**src/hw/reload_timer_defines.svh**
```systemverilog
// Purpose: offsets, field positions, reset values and prescaler taps of the reload timer
// Assumes: 32-bit apb data, one aligned word per register
// Notes: definitions only
`ifndef RELOAD_TIMER_DEFINES_SVH
`define RELOAD_TIMER_DEFINES_SVH

`define RT_OFS_MODE 12'h000
`define RT_OFS_COUNT 12'h004
`define RT_OFS_IRQ_STATUS 12'h008
`define RT_OFS_IRQ_MASK 12'h00c
`define RT_MODE_RELOAD_BIT 7
`define RT_MODE_KEEP_BIT 6
`define RT_MODE_RESET 8'h78
`define RT_MODE_FIXED_ONES 8'h38
`define RT_CSEL_PROHIBITED 3'h7
`define RT_COUNT_RESET 8'h00
`define RT_COUNT_TOP 8'hff
`define RT_PRESCALE_WIDTH 13
`define RT_DIV_SEL0 14'h2000
`define RT_DIV_SEL1 14'h0800
`define RT_DIV_SEL2 14'h0200
`define RT_DIV_SEL3 14'h0100
`define RT_DIV_SEL4 14'h0040
`define RT_DIV_SEL5 14'h0010
`define RT_DIV_SEL6 14'h0004

`endif

```
**src/hw/reload_timer_pkg.sv**
```systemverilog
// Purpose: types shared by the reload timer
// Assumes: nothing beyond the defines header
// Notes: struct layout matches the mode register from bit 7 down
package reload_timer_pkg;
    typedef struct packed {
        logic reload_mode_select;
        logic keep_one;
        logic [2:0] fixed_ones;
        logic [2:0] clock_select;
    } timer_mode_s;

    typedef enum logic [1:0] {
        PWR_ACTIVE,
        PWR_SLEEP,
        PWR_SUBSLEEP,
        PWR_STANDBY
    } power_state_e;
endpackage

```
**src/hw/interval_reload_timer8.sv**
```systemverilog
// Purpose: 8-bit up-counting interval / auto-reload timer with overflow interrupt
// Assumes: apb slave, single clock, power state supplied by the system controller
// Notes: count reads and reload writes share one word
//
// Behaviour
// - 8-bit counter advances on each selected tick
// - select field picks one of seven divide taps
// - mode bit 7 chooses interval or reload
// - mode bits 5 to 3 read one
// - count readable anytime without disturbing counting
// - tick at ff overflows and sets flag
// - enabled flag raises the interrupt request
// - interval overflow returns counter to zero
// - reload write also loads the counter
// - reload mode overflow loads the reload value
// - reload write, count read share address
// - reset clears counter and mode bit
// - counter runs active, sleep; halts otherwise
// - mode register frozen outside active state
//
// The register addresses and the APB slave port were left to the implementer.
`timescale 1ns/1ps
`default_nettype none
`include "reload_timer_defines.svh"

module interval_reload_timer8 (
    // clock and reset
    input wire logic CLK_SYS,
    input wire logic RESET,
    // power state from the system controller
    input wire reload_timer_pkg::power_state_e POWER_STATE,
    // apb slave
    input wire logic PSEL,
    input wire logic PENABLE,
    input wire logic PWRITE,
    input wire logic [11:0] PADDR,
    input wire logic [31:0] PWDATA,
    output logic [31:0] PRDATA,
    output logic PREADY,
    output logic PSLVERR,
    // interrupt
    output logic IRQ
);
    localparam int PW = `RT_PRESCALE_WIDTH;

    logic [PW-1:0] prescale_q;
    logic [PW-1:0] prescale_d;
    logic [7:0] tap_rise;
    logic tick;
    logic run;
    logic [7:0] count_q;
    logic [7:0] reload_q;
    reload_timer_pkg::timer_mode_s mode_q;
    logic overflow_request_flag_q;
    logic overflow_interrupt_enable_q;
    logic overflow;
    logic access;
    logic wr;
    logic rd;
    logic hit_mode;
    logic hit_count;
    logic hit_stat;
    logic hit_mask;
    logic mapped;
    logic [31:0] rdata;

    // apb decode; every access completes one cycle after its first access phase cycle
    assign access = PSEL && PENABLE && !PREADY;
    assign wr = access && PWRITE;
    assign rd = access && !PWRITE;
    assign hit_mode = PADDR == `RT_OFS_MODE;
    assign hit_count = PADDR == `RT_OFS_COUNT;
    assign hit_stat = PADDR == `RT_OFS_IRQ_STATUS;
    assign hit_mask = PADDR == `RT_OFS_IRQ_MASK;
    assign mapped = hit_mode || hit_count || hit_stat || hit_mask;

    // counter halts in subsleep and standby
    assign run = (POWER_STATE == reload_timer_pkg::PWR_ACTIVE) ||
                 (POWER_STATE == reload_timer_pkg::PWR_SLEEP);

    // free-running prescaler, stopped with the counter to save power
    assign prescale_d = prescale_q + {{(PW-1){1'b0}}, 1'b1};
    always_ff @(posedge CLK_SYS) begin
        if (RESET) begin
            prescale_q <= '0;
        end else if (run) begin
            prescale_q <= prescale_d;
        end
    end

    // a tap ticks when its bit rises, giving a one-cycle enable per period
    genvar g;
    generate
        for (g = 0; g < 8; g++) begin : g_tap
            localparam int BITPOS = (g == 0) ? 12 : (g == 1) ? 10 : (g == 2) ? 8 :
                                    (g == 3) ? 7 : (g == 4) ? 5 : (g == 5) ? 3 : 1;
            if (g == 7) begin : g_none
                assign tap_rise[g] = 1'b0;
            end else begin : g_real
                assign tap_rise[g] = !prescale_q[BITPOS] && prescale_d[BITPOS];
            end
        end
    endgenerate

    // tap 0 divides by 8192 down to tap 6 by 4
    assign tick = run && tap_rise[mode_q.clock_select];
    assign overflow = tick && (count_q == `RT_COUNT_TOP);

    // counter: software load wins over a tick in the same cycle
    always_ff @(posedge CLK_SYS) begin
        if (RESET) begin
            count_q <= `RT_COUNT_RESET;
        end else if (wr && hit_count) begin
            count_q <= PWDATA[7:0];
        end else if (overflow) begin
            if (mode_q.reload_mode_select) begin
                count_q <= reload_q;
            end else begin
                count_q <= `RT_COUNT_RESET;
            end
        end else if (tick) begin
            count_q <= count_q + 8'h01;
        end
    end

    // reload value, write only
    always_ff @(posedge CLK_SYS) begin
        if (RESET) begin
            reload_q <= `RT_COUNT_RESET;
        end else if (wr && hit_count) begin
            reload_q <= PWDATA[7:0];
        end
    end

    // mode register; writes only take effect in the active state
    always_ff @(posedge CLK_SYS) begin
        if (RESET) begin
            mode_q <= `RT_MODE_RESET;
        end else if (wr && hit_mode && POWER_STATE == reload_timer_pkg::PWR_ACTIVE) begin
            mode_q.reload_mode_select <= PWDATA[`RT_MODE_RELOAD_BIT];
            mode_q.keep_one <= PWDATA[`RT_MODE_KEEP_BIT];
            mode_q.fixed_ones <= 3'h7;
            mode_q.clock_select <= PWDATA[2:0];
        end
    end

    // sticky overflow flag, write one clears; a new overflow beats the clear
    always_ff @(posedge CLK_SYS) begin
        if (RESET) begin
            overflow_request_flag_q <= 1'b0;
        end else if (overflow) begin
            overflow_request_flag_q <= 1'b1;
        end else if (wr && hit_stat && PWDATA[0]) begin
            overflow_request_flag_q <= 1'b0;
        end
    end

    // interrupt enable mask
    always_ff @(posedge CLK_SYS) begin
        if (RESET) begin
            overflow_interrupt_enable_q <= 1'b0;
        end else if (wr && hit_mask) begin
            overflow_interrupt_enable_q <= PWDATA[0];
        end
    end

    // level interrupt, registered so the output is a flop
    always_ff @(posedge CLK_SYS) begin
        if (RESET) begin
            IRQ <= 1'b0;
        end else begin
            IRQ <= overflow_request_flag_q && overflow_interrupt_enable_q;
        end
    end

    // read mux; count read never touches the counter
    always_comb begin
        rdata = 32'h0000_0000;
        if (hit_mode) begin
            rdata = {24'h00_0000, mode_q | `RT_MODE_FIXED_ONES};
        end else if (hit_count) begin
            rdata = {24'h00_0000, count_q};
        end else if (hit_stat) begin
            rdata = {31'h0000_0000, overflow_request_flag_q};
        end else if (hit_mask) begin
            rdata = {31'h0000_0000, overflow_interrupt_enable_q};
        end
    end

    // apb answer: registered ready adds one wait cycle, error on unmapped address
    always_ff @(posedge CLK_SYS) begin
        if (RESET) begin
            PREADY <= 1'b0;
            PSLVERR <= 1'b0;
            PRDATA <= 32'h0000_0000;
        end else begin
            PREADY <= access;
            PSLVERR <= access && !mapped;
            if (rd) begin
                PRDATA <= rdata;
            end
        end
    end

    // cycles since the previous tick, for a period check on every select
    logic [13:0] gap_q;
    logic [2:0] gap_sel_q;
    logic gap_valid_q;
    logic [13:0] gap_expect;

    // only whole periods under one select count; the first after a change may be short
    always_ff @(posedge CLK_SYS) begin
        if (RESET) begin
            gap_q <= 14'h0000;
            gap_sel_q <= 3'h0;
            gap_valid_q <= 1'b0;
        end else if (tick) begin
            gap_q <= 14'h0001;
            gap_sel_q <= mode_q.clock_select;
            gap_valid_q <= 1'b1;
        end else begin
            gap_q <= gap_q + 14'h0001;
            if (!run || mode_q.clock_select != gap_sel_q) begin
                gap_valid_q <= 1'b0;
            end
        end
    end

    // expected tick spacing per select, prohibited code has none
    always_comb begin
        gap_expect = 14'h0000;
        unique case (gap_sel_q)
            3'h0: gap_expect = `RT_DIV_SEL0;
            3'h1: gap_expect = `RT_DIV_SEL1;
            3'h2: gap_expect = `RT_DIV_SEL2;
            3'h3: gap_expect = `RT_DIV_SEL3;
            3'h4: gap_expect = `RT_DIV_SEL4;
            3'h5: gap_expect = `RT_DIV_SEL5;
            3'h6: gap_expect = `RT_DIV_SEL6;
            3'h7: gap_expect = 14'h0000;
        endcase
    end
endmodule

`default_nettype wire

```
**config.mk**
```make
export PLATFORM = sky130hd
export DESIGN_NAME = interval_reload_timer8
export DESIGN_NICKNAME = d
export VERILOG_FILES = /design/src/hw/reload_timer_pkg.sv /design/src/hw/interval_reload_timer8.sv
export VERILOG_INCLUDE_DIRS = /design/src /design/src/hw
export SDC_FILE = /design/constraint.sdc
export NUM_CORES = 1
export LEC_CHECK = 0
export ABC_AREA = 1
export BUFFER_PORTS_ARGS = -buffer_cell sky130_fd_sc_hd__clkbuf_2
export CAP_MARGIN = 40
export CORE_ASPECT_RATIO = 0.75
export CORE_MARGIN = 5
export CORE_UTILIZATION = 41
export CTS_BUF_LIST = sky130_fd_sc_hd__clkbuf_2
export DETAILED_ROUTE_END_ITERATION = 12
export PLACE_DENSITY = 0.73
export SLEW_MARGIN = 20
export SYNTH_ARGS = -nofsm -noshare
export SYNTH_HDL_FRONTEND = slang
export SYNTH_SLANG_ARGS = --single-unit
```
**constraint.sdc**
```tcl
create_clock -name CLK_SYS -period 7.5 [get_ports CLK_SYS]
set_clock_uncertainty 0.2 [all_clocks]
set_input_delay 0.75 -clock CLK_SYS [delete_from_list [all_inputs] [get_ports CLK_SYS]]
set_output_delay 0.75 -clock CLK_SYS [all_outputs]
set_load 0.05 [all_outputs]
```
-- Word-level counts from Yosys, hierarchy flattened
Cells that the tools add are included.
- output and inout bits: 35
- logic and storage cells: 71
- flip-flop bits (word level): 71
- input port bits: 51
- equality and inequality tests: 5
- order comparisons: 1
- $add $sub $neg: 2
- reductions and logical operators: 39
- mux-type cells: 12
- operators by type and width (kind ; number):
    $mux 8 ; 6
    $eq 12x4->1 const B ; 2
    $logic_and 1x1->1 ; 21
    $add 13x1->13 const B ; 1
    $eq 12x3->1 const B ; 1
    $logic_not 12->1 ; 1
    $logic_not 1->1 ; 10
    $add 8x1->8 const B ; 1
    $eq 8x8->1 const B ; 1
    $mux 1 ; 5
    $logic_or 1x1->1 ; 4
    $lt 3x4->1 const B ; 1
    $bmux 1 s3 ; 1
    $reduce_bool 3->1 ; 1
    $eq 2x1->1 const B ; 1
    $logic_not 2->1 ; 1
    $reduce_bool 2->1 ; 1

-- Logic depth before layout (Yosys ltp)
- depth in word-level cells: 8
- mapped depth: 17

-- Least setup slack after synthesis
OpenSTA, ideal clock, no wires.
- kind: reg-to-reg
- from: register prescale_q[0]
- to: register count_q[3]
- clock period less this slack: 2.450 ns
- setup slack: 5.050 ns
- arrival time: 2.132 ns
- path buffers: 1
- data required time: 7.182 ns
- setup time: 0.118 ns
- cell stages (with the launch flop): 18
- path through: dfxtp_1 > ha_1 > nand2_1 > nor3_1 > nand2_1 > nor3_1 > and3_1 > ha_1 > nand2_1 > nand3_1 > nand2_1 > nand2_2 > nand3_2 > nand2_4 > buf_6 > nand2_1 > inv_2 > a21oi_2
- cells in the longest elaborated chain, start to end: 8
- elaborated cells on any way between the ends: 15
- those cells by class: 1 x add/sub; 4 x mux; 10 x reduce/logical
- RTL lines (what ; RTL line ; source):
    start, declared ; interval_reload_timer8.sv:46 ; logic [PW-1:0] prescale_q;
    start signal, assigned ; interval_reload_timer8.sv:87 ; prescale_q <= prescale_d;
    $add 13x1->13 * ; interval_reload_timer8.sv:82 ; assign prescale_d = prescale_q + {{(PW-1){1'b0}}, 1'b1};
    $logic_and 1x1->1 ; interval_reload_timer8.sv:100 ; assign tap_rise[g] = !prescale_q[BITPOS] && prescale_d[BITPOS];
    $bmux 1 s3 * ; interval_reload_timer8.sv:106 ; assign tick = run && tap_rise[mode_q.clock_select];
    $mux 1 (not written as such) * ; interval_reload_timer8.sv:106 ;
    $logic_and 1x1->1 * ; interval_reload_timer8.sv:106 ;
    $logic_and 1x1->1 ; interval_reload_timer8.sv:107 ; assign overflow = tick && (count_q == `RT_COUNT_TOP);
    $mux 8 ; interval_reload_timer8.sv:115 ; end else if (overflow) begin
    $mux 8 ; interval_reload_timer8.sv:113 ; end else if (wr && hit_count) begin
    end signal, assigned ; interval_reload_timer8.sv:112 ; count_q <= `RT_COUNT_RESET;
    end signal, assigned ; interval_reload_timer8.sv:114 ; count_q <= PWDATA[7:0];
    end signal, assigned ; interval_reload_timer8.sv:117 ; count_q <= reload_q;
    end, declared ; interval_reload_timer8.sv:51 ; logic [7:0] count_q;
Every way passes the cells marked *; elsewhere a longest branch is shown, timed or not. The select of a mux whose other input is x is not followed.
A chain may end at the register's enable or synchronous reset.

-- Final worst setup path
- from: register prescale_q[0]
- to: register count_q[2]
Same word-level chain as after synthesis.

==> impl_metrics.prom <==
# TYPE chip_impl_metric gauge
chip_impl_metric{name="timing.final.max_slew_violations",unit=""} 0
chip_impl_metric{name="tritoncts_num_sinks",unit=""} 47
chip_impl_metric{name="routed_wl",unit="um"} 6440
chip_impl_metric{name="globalRouteOverflowTotal",unit=""} 0
chip_impl_info{name="setup.worst_path.class",value="flop to flop"} 1
chip_impl_metric{name="power.static_leakage",unit="nW"} 1.26
chip_impl_info{name="synth_area_leaders",value="dfxtp_1 (35%), nand2_1 (9.9%), buf_4 (6.6%)"} 1
chip_impl_metric{name="post_cts.repair.setup_buffers",unit=""} 0
chip_impl_metric{name="drt-wirelength-per-cell",unit="um"} 13.2
chip_impl_metric{name="power_per_cell_area",unit="nW/um^2"} 153
chip_impl_info{name="cpMostUsedCell",value="nand2_1"} 1
chip_impl_metric{name="clk_pin_slew",unit="ns"} 0.28
chip_impl_info{name="cp-start-kind",value="flop"} 1
chip_impl_metric{name="worst_ir_drop_vdd",unit="mV"} 0.0938
chip_impl_metric{name="dp_hpwl",unit="um"} 4790
chip_impl_metric{name="fin_crit",unit="ns"} 2.92
chip_impl_metric{name="floorplan.die.width",unit="um"} 104
chip_impl_metric{name="synth_top_area_share",unit="%"} 34.6
chip_impl_metric{name="critical_path_buf_inv_count",unit=""} 0
chip_impl_metric{name="number_of_maximum_capacitance_constraint_violations",unit=""} 0
chip_impl_metric{name="worst_skew_pair.late_latency",unit="ns"} 0.45
chip_impl_metric{name="clock.fmax",unit="GHz"} 0.342
chip_impl_metric{name="critPathMaxStageDelay",unit="ns"} 0.47
chip_impl_metric{name="critical_path_peak_fanout",unit=""} 12
chip_impl_metric{name="synth_warn",unit=""} 0
chip_impl_metric{name="met3WireLength",unit="um"} 640
chip_impl_metric{name="routed_via_density",unit=""} 5.16
chip_impl_info{name="synth.largest_area_cell",value="dfxtp_1"} 1
chip_impl_metric{name="post-route-cell-area",unit="um^2"} 2910
chip_impl_metric{name="antenna_violations_before_repair",unit=""} 0
chip_impl_metric{name="number_of_nets_still_failing_antenna_checks_after_routing",unit=""} 0
chip_impl_info{name="critPathSlowestCell",value="dfxtp_1"} 1
chip_impl_metric{name="report.final.hold_viol_count",unit=""} 0
chip_impl_metric{name="post_synth_fa_ha_maj_area_fraction",unit="%"} 4.14
chip_impl_metric{name="synth_compound_gate_area_share",unit="%"} 15.2
chip_impl_metric{name="setup-tns-final",unit="ns"} 0
chip_impl_metric{name="dpl_cell_area",unit="um^2"} 2860
chip_impl_metric{name="first_pass_grt_wire_length",unit="um"} 10500
chip_impl_metric{name="synth.yosys.seq_area_share",unit="%"} 34.6
chip_impl_info{name="dominant_combinational_cell_family_by_area_after_synthesis",value="simple AND/OR/NAND/NOR gates"} 1
chip_impl_metric{name="synth_simple_gate_area_share",unit="%"} 29.1
chip_impl_metric{name="sum_of_met2_wire_segment_lengths_after_detailed_routing",unit="um"} 2750
chip_impl_metric{name="port_buffers",unit=""} 37
chip_impl_metric{name="grt_max_degree",unit=""} 28
chip_impl_metric{name="diodes",unit=""} 0
chip_impl_metric{name="synth-edff-count",unit=""} 0
chip_impl_info{name="cp_top_family",value="simple AND/OR/NAND/NOR gates"} 1
chip_impl_metric{name="place_congestion",unit=""} 0.821
chip_impl_metric{name="syn_area_per_cell",unit="um^2"} 7.32
chip_impl_metric{name="synthToLayoutAreaGrowth",unit="%"} 6.80
chip_impl_metric{name="post_synth_instance_area",unit="um^2"} 2720
chip_impl_info{name="r2r-end",value="count_q[2]$_SDFFE_PP0P_"} 1
chip_impl_metric{name="route.vias.total",unit=""} 2508
chip_impl_metric{name="post-route-drc-count",unit=""} 0
chip_impl_info{name="min-delay-path-class",value="flop to flop"} 1
chip_impl_metric{name="postSynth.asyncResetShare",unit="%"} 0
chip_impl_metric{name="fp.dieArea",unit="um^2"} 8380
chip_impl_metric{name="number_of_distinct_standard_cells_referenced_by_the_synthesized_netlist",unit=""} 38
chip_impl_metric{name="number_of_gates_on_the_worst_path_with_buffers_counted",unit=""} 15
chip_impl_metric{name="rows",unit=""} 25
chip_impl_metric{name="worst_r2r_path_depth",unit=""} 15
chip_impl_info{name="run_status",value="finished clean"} 1
chip_impl_info{name="worst_setup_path_end_kind",value="flop"} 1
chip_impl_metric{name="post-route-period-util",unit="%"} 38.9
chip_impl_metric{name="htreeDepth",unit=""} 2
chip_impl_metric{name="nFillCells",unit=""} 641
chip_impl_metric{name="tightestPinTransition",unit="ns"} 0.772
chip_impl_metric{name="critPathRequiredTime",unit="ns"} 7.68
chip_impl_info{name="crit_path_end",value="count_q[2]$_SDFFE_PP0P_"} 1
chip_impl_metric{name="synth-xor-area-share",unit="%"} 2.25
chip_impl_info{name="worstPathCellList",value="ha_1 -> nand2_1 -> nor3_1 -> nand2_1 -> nor3_1 -> and3_1 -> ha_1 -> nand2_1 -> nand3_1 -> nand2_1 -> nand2_2 -> nand3_2 -> nand2_4 -> o21ai_2 -> a21oi_1"} 1
chip_impl_metric{name="finalNetCount",unit=""} 464
chip_impl_info{name="topRoutingLayerUsed",value="met4"} 1
chip_impl_metric{name="yosys-mux-area-fraction",unit="%"} 0
chip_impl_info{name="postSynth.topFlopCell",value="dfxtp_1"} 1
chip_impl_metric{name="layout-drive-gt1-share",unit="%"} 18.3
chip_impl_metric{name="cts_buffer_depth",unit=""} 2
chip_impl_metric{name="syn_inst",unit=""} 372
chip_impl_metric{name="cp_data_arrival_time",unit="ns"} 3.10
chip_impl_metric{name="initial_utilization",unit="%"} 42.6
chip_impl_metric{name="cts_hold_buffers",unit=""} 0
chip_impl_info{name="rr_startpoint",value="prescale_q[0]$_SDFFE_PP0P_"} 1
chip_impl_info{name="crit_start",value="prescale_q[0]$_SDFFE_PP0P_"} 1
chip_impl_metric{name="cts_repair_resize_count",unit=""} 0
chip_impl_metric{name="dieHeight",unit="um"} 80.6
chip_impl_metric{name="coreArea",unit="um^2"} 6380
chip_impl_metric{name="total_routing_resource_utilization_after_global_routing",unit="%"} 15.2
chip_impl_info{name="unrepaired_setup_endpoints_after_global_routing",value="false"} 1
chip_impl_info{name="cts.root.buffer_cell",value="clkbuf_2"} 1
chip_impl_metric{name="drt_iter0_drc",unit=""} 192
chip_impl_metric{name="holdPathStages",unit=""} 2
chip_impl_info{name="cts_tree",value="yes"} 1
chip_impl_metric{name="setup.reg_to_reg.worst_slack",unit="ns"} 4.58
chip_impl_metric{name="setup_viol",unit=""} 0
chip_impl_metric{name="cts_made_buffers",unit=""} 5
chip_impl_metric{name="ys_ff_latch",unit=""} 47
chip_impl_metric{name="io-pin-count",unit=""} 86
chip_impl_metric{name="grt_pass1_vias",unit=""} 2227
chip_impl_metric{name="initial_drt_pass_iterations",unit=""} 4
chip_impl_metric{name="timing.max_slew.rel_slack",unit="%"} 48.5
chip_impl_metric{name="drt-met1-wl",unit="um"} 3010
[metrics by stage]
| step | hold WS [ns] | power (mW) | instances | utilization, % | setup WS [ns] |
|---|---|---|---|---|---|
| after floorplan | 0.223 | 0.327 | 395 | - | 5.05 |
| after global placement | 0.240 | 0.332 | 477 | 44.7 | 4.69 |
| after detailed placement | 0.242 | 0.333 | 478 | 44.8 | 4.68 |
| after CTS | 0.269 | 0.447 | 486 | 45.5 | 4.59 |
| after global routing | 0.292 | 0.469 | 486 | 45.5 | 4.24 |
| final | 0.268 | 0.445 | 486 | 45.5 | 4.58 |
[worst reg2reg max path, cell delays in order, from the launching register on]
cell and delay, ns:
dfxtp_1 0.47, ha_1 0.19, nand2_1 0.07, nor3_1 0.25
nand2_1 0.15, nor3_1 0.21, and3_1 0.19, ha_1 0.13
nand2_1 0.06, nand3_1 0.07, nand2_1 0.07, nand2_2 0.18
nand3_2 0.17, nand2_4 0.19, o21ai_2 0.07, a21oi_1 0.17
[Yosys cell counts, types with 7 or more instances]
| library cell | count |
|---|---|
| a21oi_1 | 31 |
| buf_4 | 24 |
| clkbuf_1 | 7 |
| dfxtp_1 | 47 |
| ha_1 | 9 |
| inv_1 | 35 |
| nand2_1 | 72 |
| nand3_1 | 27 |
| nand4_1 | 13 |
| nor2_1 | 22 |
| nor3_1 | 7 |
| o21ai_0 | 19 |
[state kept, by name, indices dropped and copies added, names as in the netlist]
register and flops:
IRQ 1, PRDATA 8, PREADY 1, PSLVERR 1, count_q 8, mode_q 5, overflow_interrupt_enable_q 1, overflow_request_flag_q 1
prescale_q 13, reload_q 8
[power by group]
group	switching [mW]	leakage [nW]	internal, mW	total, mW
clock network	0.0916	0.0256	0.0239	0.116
logic	0.0566	0.851	0.0133	0.0698
registers	0.00358	0.381	0.256	0.260
[cell families after synthesis]
family,after synthesis
and+or+nand+nor,160
xor gates and xnor gates,7
AOI/OAI and AO/OA,71
buffers and inverters,77
adders and majority gates,9
DFF,47
other,1
[worst min-delay path by stage]
stage | from | endpoint | slack, ns
after floorplan | overflow_interrupt_enable_q$_SDFFE_PP0P_ | IRQ$_SDFF_PP0_ | 0.22
after global placement | mode_q[6]$_SDFFE_PP1P_ | mode_q[6]$_SDFFE_PP1P_ | 0.24
after detailed placement | overflow_interrupt_enable_q$_SDFFE_PP0P_ | IRQ$_SDFF_PP0_ | 0.24
after CTS | overflow_interrupt_enable_q$_SDFFE_PP0P_ | IRQ$_SDFF_PP0_ | 0.27
after global routing | PWDATA[3] | reload_q[3]$_SDFFE_PP0P_ | 0.29
final | overflow_interrupt_enable_q$_SDFFE_PP0P_ | IRQ$_SDFF_PP0_ | 0.27
[final cells by class]
| cell class | count | area, um^2 | area share, % |
|---|---|---|---|
| multi-input cells | 271 | 1470 | 50.5 |
| flip-flops and latches | 47 | 941 | 32.4 |
| repair buffers | 38 | 193 | 6.63 |
| inverters | 41 | 154 | 5.29 |
| well taps | 81 | 101 | 3.49 |
| clock buffers | 5 | 25.0 | 0.861 |
| clock inverters | 3 | 23.8 | 0.818 |
[per-layer routing]
metal  up-vias  global-route usage (%)
met5         -                       0
met4         0                    3.88
met3         6                    3.86
met2       114                    23.3
met1      1135                    21.3
li1       1253                       -
[cells in the final DEF, fill, tap and decap left out, drive strengths merged, types with 5 or more instances in the layout]
cell and count:
clkbuf 42, ha 9, conb 24, nand2 75
inv 42, nor2 26, o21ai 25, nand3 31
xor2 5, o211ai 6, a21oi 37, nand4 14
dfxtp 47, nor3 9
Power figures use the tool's default switching activity.
